--- src/arc_zone_defs.vh ---
`ifndef ARC_ZONE_DEFS_VH
`define ARC_ZONE_DEFS_VH

`define NUM_CHANNELS 4
`define NUM_ZONES 4
`define MAX_SENSORS 3
`define SAMPLE_WIDTH 16
`define SAMPLE_PERIOD_NS 5000000
`define CLK_PERIOD_NS 5
`define SAMPLE_CYCLES (`SAMPLE_PERIOD_NS / `CLK_PERIOD_NS)
`define PULSE_FILTER_DEFAULT 2000
`define RES_SEL_NONE 2'h0
`define RES_SEL_FIRST 2'h1
`define RES_SEL_SECOND 2'h2
`define REQ_SAMPLES_DEFAULT 4'h3
`define ZCFG_LIGHT_LSB 0
`define ZCFG_PRESS_LSB 4
`define ZCFG_PHASE_BIT 8
`define ZCFG_RES_BIT 9
`define ZCFG_WIDTH 10

`endif

--- src/arc_zone_trip_logic.v ---
`timescale 1ns/100ps
`include "arc_zone_defs.vh"
// Overview of operation
// - four channels, up to three sensors each
// - per-channel light indication output
// - per-channel pressure indication output
// - arc binary input indication while energized
// - phase and residual current start outputs
// - current blocked outputs when measurement blocked and over limit
// - current needs required samples, 5 ms base
// - light per channel assignable to zones
// - pressure assignable to zones like light
// - enabled current requires light plus current
// - phase, residual or both per zone
// - blocked zone shows blocked, never trips
// - sensor fault on connected count mismatch
// - unit fault on external unit mismatch
// - test pulse option suppresses short binary input pulses
// - per-zone enable, disabled means no output
// - residual channel select none/first/second
// - per-channel sensor status OK or fault
module arc_zone_trip_logic #(
    parameter SW = `SAMPLE_WIDTH,
    parameter SAMPLE_CYCLES = `SAMPLE_CYCLES,
    parameter PULSE_FILTER_CYCLES = `PULSE_FILTER_DEFAULT
) (
    input wire core_clk,
    input wire reset_n,
    input wire [3:0] light_pin,
    input wire [3:0] pressure_pin,
    input wire [7:0] sensor_count_pin,
    input wire arc_card_binary_input_one,
    input wire [2:0] unit_count_pin,
    input wire [SW-1:0] phase_a_current,
    input wire [SW-1:0] phase_b_current,
    input wire [SW-1:0] phase_c_current,
    input wire [SW-1:0] residual_channel_first,
    input wire [SW-1:0] residual_channel_second,
    input wire [SW-1:0] phase_limit,
    input wire [SW-1:0] residual_limit,
    input wire [3:0] required_samples,
    input wire [1:0] residual_select,
    input wire phase_block,
    input wire residual_block,
    input wire [3:0] zone_block,
    input wire [3:0] zone_enable,
    input wire [4*`ZCFG_WIDTH-1:0] zone_config,
    input wire [7:0] sensor_count_cfg,
    input wire [2:0] unit_count_cfg,
    input wire test_pulse_ignore,
    output reg [3:0] light_ind,
    output reg [3:0] pressure_ind,
    output reg arc_bi_ind,
    output reg phase_start,
    output reg residual_start,
    output reg phase_blocked,
    output reg residual_blocked,
    output reg [3:0] zone_trip,
    output reg [3:0] zone_blocked,
    output reg [3:0] sensor_fault,
    output reg unit_fault
);
    // =================================================================
    // synchronised pins, one synchroniser per pin group
    wire [3:0] light_s;
    wire [3:0] press_s;
    wire [7:0] count_s;
    wire bi_s;
    wire [2:0] units_s;

    pin_sync3 #(.WIDTH(4)) u_sync_light (
        .core_clk(core_clk),
        .reset_n(reset_n),
        .pin_in(light_pin),
        .level_out(light_s)
    );

    pin_sync3 #(.WIDTH(4)) u_sync_press (
        .core_clk(core_clk),
        .reset_n(reset_n),
        .pin_in(pressure_pin),
        .level_out(press_s)
    );

    pin_sync3 #(.WIDTH(8)) u_sync_count (
        .core_clk(core_clk),
        .reset_n(reset_n),
        .pin_in(sensor_count_pin),
        .level_out(count_s)
    );

    pin_sync3 #(.WIDTH(1)) u_sync_bi (
        .core_clk(core_clk),
        .reset_n(reset_n),
        .pin_in(arc_card_binary_input_one),
        .level_out(bi_s)
    );

    pin_sync3 #(.WIDTH(3)) u_sync_units (
        .core_clk(core_clk),
        .reset_n(reset_n),
        .pin_in(unit_count_pin),
        .level_out(units_s)
    );

    // =================================================================
    // 5 ms processing tick
    // free-running, so the samples of every current channel share one tick
    reg [31:0] tick_cnt_r;
    reg tick_r;

    always @(posedge core_clk) begin
        if (!reset_n) begin
            tick_cnt_r <= 32'h0;
            tick_r <= 1'b0;
        end else if (tick_cnt_r == SAMPLE_CYCLES - 1) begin
            tick_cnt_r <= 32'h0;
            tick_r <= 1'b1;
        end else begin
            tick_cnt_r <= tick_cnt_r + 32'h1;
            tick_r <= 1'b0;
        end
    end

    // =================================================================
    // current conditions
    wire phase_over;
    wire res_over;
    wire [1:0] res_en;

    // select value 3 enables neither residual channel
    assign res_en = {residual_select == `RES_SEL_SECOND,
                     residual_select == `RES_SEL_FIRST};

    current_cond #(.SW(SW), .NCH(3)) u_phase (
        .core_clk(core_clk),
        .reset_n(reset_n),
        .tick(tick_r),
        .samples({phase_c_current, phase_b_current, phase_a_current}),
        .chan_en(3'h7),
        .limit(phase_limit),
        .required(required_samples),
        .active(phase_over)
    );

    current_cond #(.SW(SW), .NCH(2)) u_res (
        .core_clk(core_clk),
        .reset_n(reset_n),
        .tick(tick_r),
        .samples({residual_channel_second, residual_channel_first}),
        .chan_en(res_en),
        .limit(residual_limit),
        .required(required_samples),
        .active(res_over)
    );

    // =================================================================
    // binary input: short test pulses are filtered when option set
    localparam BI_IDLE = 3'h1;
    localparam BI_QUAL = 3'h2;
    localparam BI_HELD = 3'h4;

    reg [2:0] bi_state_r;
    reg [2:0] bi_state_nxt;
    reg [11:0] bi_cnt_r;
    wire bi_valid;

    always @* begin
        bi_state_nxt = bi_state_r;
        case (bi_state_r)
            BI_IDLE: begin
                if (bi_s) begin
                    bi_state_nxt = BI_QUAL;
                end
            end
            BI_QUAL: begin
                if (!bi_s) begin
                    bi_state_nxt = BI_IDLE;
                end else if (bi_cnt_r == PULSE_FILTER_CYCLES[11:0]) begin
                    bi_state_nxt = BI_HELD;
                end
            end
            BI_HELD: begin
                if (!bi_s) begin
                    bi_state_nxt = BI_IDLE;
                end
            end
            default: begin
                bi_state_nxt = BI_IDLE;
            end
        endcase
    end

    always @(posedge core_clk) begin
        if (!reset_n) begin
            bi_state_r <= BI_IDLE;
            bi_cnt_r <= 12'h000;
        end else begin
            bi_state_r <= bi_state_nxt;
            if (bi_state_nxt == BI_QUAL) begin
                bi_cnt_r <= bi_cnt_r + 12'h001;
            end else begin
                bi_cnt_r <= 12'h000;
            end
        end
    end

    // a level must outlast the filter before it counts when pulses are ignored
    assign bi_valid = bi_s && (!test_pulse_ignore || bi_state_r == BI_HELD);

    // =================================================================
    // zone evaluation
    // light or pressure of any channel enabled for the zone
    function zone_light;
        input [`ZCFG_WIDTH-1:0] cfg;
        input [3:0] lt;
        input [3:0] pr;
        begin
            zone_light = |(cfg[`ZCFG_LIGHT_LSB +: 4] & lt) |
                         |(cfg[`ZCFG_PRESS_LSB +: 4] & pr);
        end
    endfunction

    wire [3:0] zone_ok;
    wire [3:0] sens_bad;
    genvar z;
    genvar c;

    generate
        for (z = 0; z < `NUM_ZONES; z = z + 1) begin : g_zone
            wire [`ZCFG_WIDTH-1:0] cfg;
            wire lit;
            wire phase_ok;
            wire res_ok;

            assign cfg = zone_config[z*`ZCFG_WIDTH +: `ZCFG_WIDTH];
            assign lit = zone_light(cfg, light_s, press_s);
            // a blocked current never satisfies a zone
            assign phase_ok = !cfg[`ZCFG_PHASE_BIT] ||
                              (phase_over && !phase_block);
            assign res_ok = !cfg[`ZCFG_RES_BIT] ||
                            (res_over && !residual_block);
            assign zone_ok[z] = zone_enable[z] && lit && phase_ok && res_ok;
        end

        for (c = 0; c < `NUM_CHANNELS; c = c + 1) begin : g_chan
            wire [1:0] seen_cnt;
            wire [1:0] set_cnt;

            assign seen_cnt = count_s[c*2 +: 2];
            assign set_cnt = sensor_count_cfg[c*2 +: 2];
            // a mismatch either way is a configuration fault
            assign sens_bad[c] = seen_cnt != set_cnt;
        end
    endgenerate

    // =================================================================
    // registered outputs
    always @(posedge core_clk) begin
        if (!reset_n) begin
            light_ind <= 4'h0;
            pressure_ind <= 4'h0;
            arc_bi_ind <= 1'b0;
        end else begin
            light_ind <= light_s;
            pressure_ind <= press_s;
            arc_bi_ind <= bi_valid;
        end
    end

    // a blocked measurement shows as blocked, never as started
    always @(posedge core_clk) begin
        if (!reset_n) begin
            phase_start <= 1'b0;
            residual_start <= 1'b0;
            phase_blocked <= 1'b0;
            residual_blocked <= 1'b0;
        end else begin
            phase_start <= phase_over && !phase_block;
            residual_start <= res_over && !residual_block;
            phase_blocked <= phase_over && phase_block;
            residual_blocked <= res_over && residual_block;
        end
    end

    always @(posedge core_clk) begin
        if (!reset_n) begin
            zone_trip <= 4'h0;
            zone_blocked <= 4'h0;
            sensor_fault <= 4'h0;
            unit_fault <= 1'b0;
        end else begin
            zone_trip <= zone_ok & ~zone_block;
            zone_blocked <= zone_ok & zone_block;
            sensor_fault <= sens_bad;
            unit_fault <= units_s != unit_count_cfg;
        end
    end
endmodule

--- src/current_cond.v ---
`timescale 1ns/100ps
`include "arc_zone_defs.vh"
// =====================================================================
// counts consecutive samples above limit on each sample tick
module current_cond #(
    parameter SW = `SAMPLE_WIDTH,
    parameter NCH = 3
) (
    input wire core_clk,
    input wire reset_n,
    input wire tick,
    input wire [NCH*SW-1:0] samples,
    input wire [NCH-1:0] chan_en,
    input wire [SW-1:0] limit,
    input wire [3:0] required,
    output reg active
);
    reg [3:0] count_r;
    reg [NCH-1:0] over;
    integer i;

    always @* begin
        over = {NCH{1'b0}};
        for (i = 0; i < NCH; i = i + 1) begin
            over[i] = chan_en[i] && (samples[i*SW +: SW] > limit);
        end
    end

    always @(posedge core_clk) begin
        if (!reset_n) begin
            count_r <= 4'h0;
            active <= 1'b0;
        end else if (tick) begin
            if (|over) begin
                if (count_r != 4'hF) begin
                    count_r <= count_r + 4'h1;
                end
                // widened so a saturated count keeps the condition active
                active <= (({1'b0, count_r} + 5'h01) >= {1'b0, required}) &&
                          (required != 4'h0);
            end else begin
                count_r <= 4'h0;
                active <= 1'b0;
            end
        end
    end
endmodule

--- src/pin_sync3.v ---
`timescale 1ns/100ps
// =====================================================================
// three-stage pin synchroniser, change accepted when stages 2 and 3 agree
module pin_sync3 #(
    parameter WIDTH = 1
) (
    input wire core_clk,
    input wire reset_n,
    input wire [WIDTH-1:0] pin_in,
    output reg [WIDTH-1:0] level_out
);
    reg [WIDTH-1:0] s1_r;
    reg [WIDTH-1:0] s2_r;
    reg [WIDTH-1:0] s3_r;
    integer i;

    always @(posedge core_clk) begin
        if (!reset_n) begin
            s1_r <= {WIDTH{1'b0}};
            s2_r <= {WIDTH{1'b0}};
            s3_r <= {WIDTH{1'b0}};
            level_out <= {WIDTH{1'b0}};
        end else begin
            s1_r <= pin_in;
            s2_r <= s1_r;
            s3_r <= s2_r;
            for (i = 0; i < WIDTH; i = i + 1) begin
                if (s2_r[i] == s3_r[i]) begin
                    level_out[i] <= s3_r[i];
                end
            end
        end
    end
endmodule

--- config.mk ---
export PLATFORM = sky130hd
export DESIGN_NAME = arc_zone_trip_logic
export DESIGN_NICKNAME = d
export VERILOG_FILES = /design/src/arc_zone_trip_logic.v /design/src/current_cond.v /design/src/pin_sync3.v
export VERILOG_INCLUDE_DIRS = /design/src
export SDC_FILE = /design/constraint.sdc
export NUM_CORES = 1
export LEC_CHECK = 0
export BUFFER_PORTS_ARGS = -buffer_cell sky130_fd_sc_hd__buf_2
export CAP_MARGIN = 30
export CORE_MARGIN = 10
export CORE_UTILIZATION = 28
export DETAILED_ROUTE_END_ITERATION = 8
export PLACE_DENSITY = 0.58
export SYNTH_ARGS = -nofsm -noshare
export SYNTH_HDL_FRONTEND = slang
export SYNTH_HIERARCHICAL = 1
export SYNTH_SLANG_ARGS = --single-unit
--- constraint.sdc ---
create_clock -name core_clk -period 2 [get_ports core_clk]
set_input_delay 0 -clock core_clk [delete_from_list [all_inputs] [get_ports core_clk]]
set_output_delay 0 -clock core_clk [all_outputs]
set_load 0.05 [all_outputs]
==> flow_metrics.env <==
export IMPL_synth_area_leaders="dfxtp_1 40%, ha_1 14%, and2_1 3.6%, a21oi_1 3.5%, xnor2_1 2.9%"
export IMPL_numCtsBuffers=17
export IMPL_required_ns=2.36
export IMPL_crit_fanout=7
export IMPL_grt_pass1_vias=7446
export IMPL_synth_seq_cells=164
export IMPL_globalRoute_totalOverflow=0
export IMPL_hold_viol=0
export IMPL_p_leak_nw=5.02
export IMPL_hold_class="in -> reg"
export IMPL_crit_arrival_ns=2.28
export IMPL_max_cap_violations=0
export IMPL_clockRootBuffer="clkbuf_16"
export IMPL_syn2layout_area_growth_pct=38.0
export IMPL_finalNetCount=1522
export IMPL_tightest_slew_ns=0.544
export IMPL_syn_inst=887
export IMPL_ios=228
export IMPL_cts_num_sinks=164
export IMPL_fmax_ghz=0.523
export IMPL_hpwl_um=17700
export IMPL_fin_setup_tns_ns=0
export IMPL_post_drt_wl_per_cell_um=14.0
export IMPL_synth_largest_area_cell="dfxtp_1"
export IMPL_drt_first_pass_iters=4
export IMPL_core_area_um2=28900
export IMPL_cts_tree="done"
export IMPL_start_kind="flip-flop"
export IMPL_vias_per_cell=4.57
export IMPL_clock_skew_ns=0.00743
export IMPL_die_w_um=191
export IMPL_vias=7406
export IMPL_max_vdd_ir_drop_mv=0.585
export IMPL_start_util_pct=28.5
export IMPL_grt_max_degree=52
export IMPL_grt_pass1_wl_um=36300
export IMPL_grt_antenna_before_repair=0
export IMPL_nFillCells=2922
export IMPL_antenna_cells=0
export IMPL_slew_headroom_pct=63.7
export IMPL_synth_top_cell_area_share_pct=39.9
export IMPL_rows=62
export IMPL_synthFlopType="dfxtp_1"
export IMPL_routed_wl_um=22600
export IMPL_ant_nets=0
export IMPL_grt_use_total_pct=12.1
export IMPL_layout_drive_gt1_share_pct=30.3
export IMPL_cp_common_cell="or4_4"
export IMPL_setup_violations=0
export IMPL_endpoint_kind="flip-flop"
export IMPL_crit_path_top_delay_cell="or4_4"
export IMPL_final_min_clock_period_ns=1.91
export IMPL_syn_area_um2=8230
export IMPL_cp_slowest_stage_delay_ns=0.55
export IMPL_synth_seq_area_share_pct=39.9
export IMPL_finalCritPeriodShare_pct=95.6
export IMPL_seq_area_um2=3290
export IMPL_final_core_util_pct=39.4
export IMPL_htreeDepth=4
export IMPL_p_total_mw=7.38
export IMPL_insertion_delay_ns=0.43
export IMPL_power_density_nw_per_um2=649
export IMPL_slew_viol_final=0
export IMPL_path_buf_inv=1
export IMPL_ys_types=70
export IMPL_crit_chain="nand2_1, or4_4, buf_8, or4_4, a21oi_2"
export IMPL_place_worst_setup_slack_ns=-0.254
export IMPL_syn_area_per_cell_um2=9.28
export IMPL_crit_family="simple AND/OR/NAND/NOR gates"
export IMPL_outcome="complete, no violations"
export IMPL_die_area_um2=36600
export IMPL_worst_slack_ns=0.0874
export IMPL_holdWs_ns=0.0443
export IMPL_multi_input_area_um2=4680
export IMPL_first_iter_violations=199
export IMPL_crit_type="reg -> reg"
export IMPL_ctsLongestPathBuffers=2
export IMPL_yosys_warnings=6
export IMPL_die_h_um=191
export IMPL_synth_edf_count=0
export IMPL_async_flop_share_pct=0
export IMPL_port_buffers=227
export IMPL_clkTransAtPathRegs_ns=0.07
export IMPL_grt_setup_unrepaired="no"
export IMPL_drc=0
export IMPL_place_gp_congestion=0.810
repair_timing:
action,in CTS,in global routing
hold buffers,50,0
endpoints found under the setup margin,8,16
resized for setup,8,8
pin swaps,4,3
buffers inserted,2,0
hold endpoints to repair,37,0
cell usage in the layout (no fill, tap or decap), types with 48 or more instances in the layout:
master	Yosys	final
nand2_1	53	53
nor2_1	49	49
buf_4	1	56
a21oi_1	57	55
inv_1	59	59
and2_1	48	48
buf_2	2	227
dfxtp_1	164	162
dlygate4sd3_1	0	50
ha_1	93	92
routing by layer:
layer | track usage (%) | part of all wire (%) | vias up
met5 | 0 | 0 | -
met4 | 3.85 | 1.3 | 0
met3 | 3.57 | 6.7 | 25
met2 | 20.4 | 46 | 186
met1 | 14.5 | 46 | 3336
li1 | - | - | 3859
flip-flops by register name, summed over array words and instances (netlist names), 8 cells and up:
register and flops:
u_sync_count/s1_r 8, u_sync_count/s2_r 8, u_sync_count/level_out 8, bi_cnt_r 12, tick_cnt_r 32, u_sync_count/s3_r 8
per-stage QoR:
stage                     instances  area (um^2)
after global placement         1540        10200
final                          1622        11400
after detailed placement       1540        10200
after floorplan                 889         8240
after global routing           1622        11400
after CTS                      1622        11300
cell families (layout without fill, tap and decap cells):
logic type	count (synthesis)	in the layout	share of synthesized area, %
compound gates	196	196	16.2
simple gates	319	319	21.9
other cells	1	3	0.0456
xor+xnor	36	36	3.83
buf+inv	78	427	3.94
flops	164	164	39.9
fa+ha+maj	93	93	14.1
area by class of cell:
| cell class | count | share of cell area [%] |
|---|---|---|
| Sequential cell | 164 | 28.9 |
| Tap cell | 384 | 4.23 |
| Timing Repair Buffer | 338 | 18.8 |
| Clock buffer | 19 | 3.81 |
| Multi-Input combinational cell | 647 | 41.2 |
| Clock inverter | 11 | 1.06 |
| Inverter | 59 | 1.95 |
synth_stat cells, drive strengths merged (4+ instances only):
master and instances:
clkbuf 12, xor2 9, a211oi 5, a21o 12, o31ai 14, nand2 54, nor4b 4, o211ai 5
o21ai 40, nand2b 8, inv 59, and4 7, a21oi 58, buf 7, or3 9, xnor2 27
nor3 8, nor2 50, nor2b 6, nor4 8, dfxtp 164, and2 71, nand4 32, nand3 30
a21boi 22, a22oi 20, or4 16, ha 93, and3 5
report_power, final:
| part | internal, mW | leakage [nW] | switching [mW] |
|---|---|---|---|
| Combinational | 0.486 | 3.42 | 0.421 |
| Clock | 1.73 | 0.265 | 1.38 |
| Sequential | 3.33 | 1.33 | 0.0237 |
final timing paths:
check,start,endpoint,slack (ns),cells after the start
setup / recovery,tick_cnt_r[10],tick_cnt_r[30],0.09,5
hold / removal,required_samples[0],u_phase/active,0.04,3
setup reg to reg,tick_cnt_r[10],tick_cnt_r[30],0.09,5
hold reg to reg,u_sync_units/s1_r[0],u_sync_units/s2_r[0],0.43,1
worst min-delay path: cells and delay by family:
family | cells | cell delay [ns]
AND/OR/NAND/NOR | 1 | 0.18
buffers and inverters | 1 | 0.13
AO/OA/AOI/OAI | 1 | 0.11
Power figures use the tool's default switching activity.
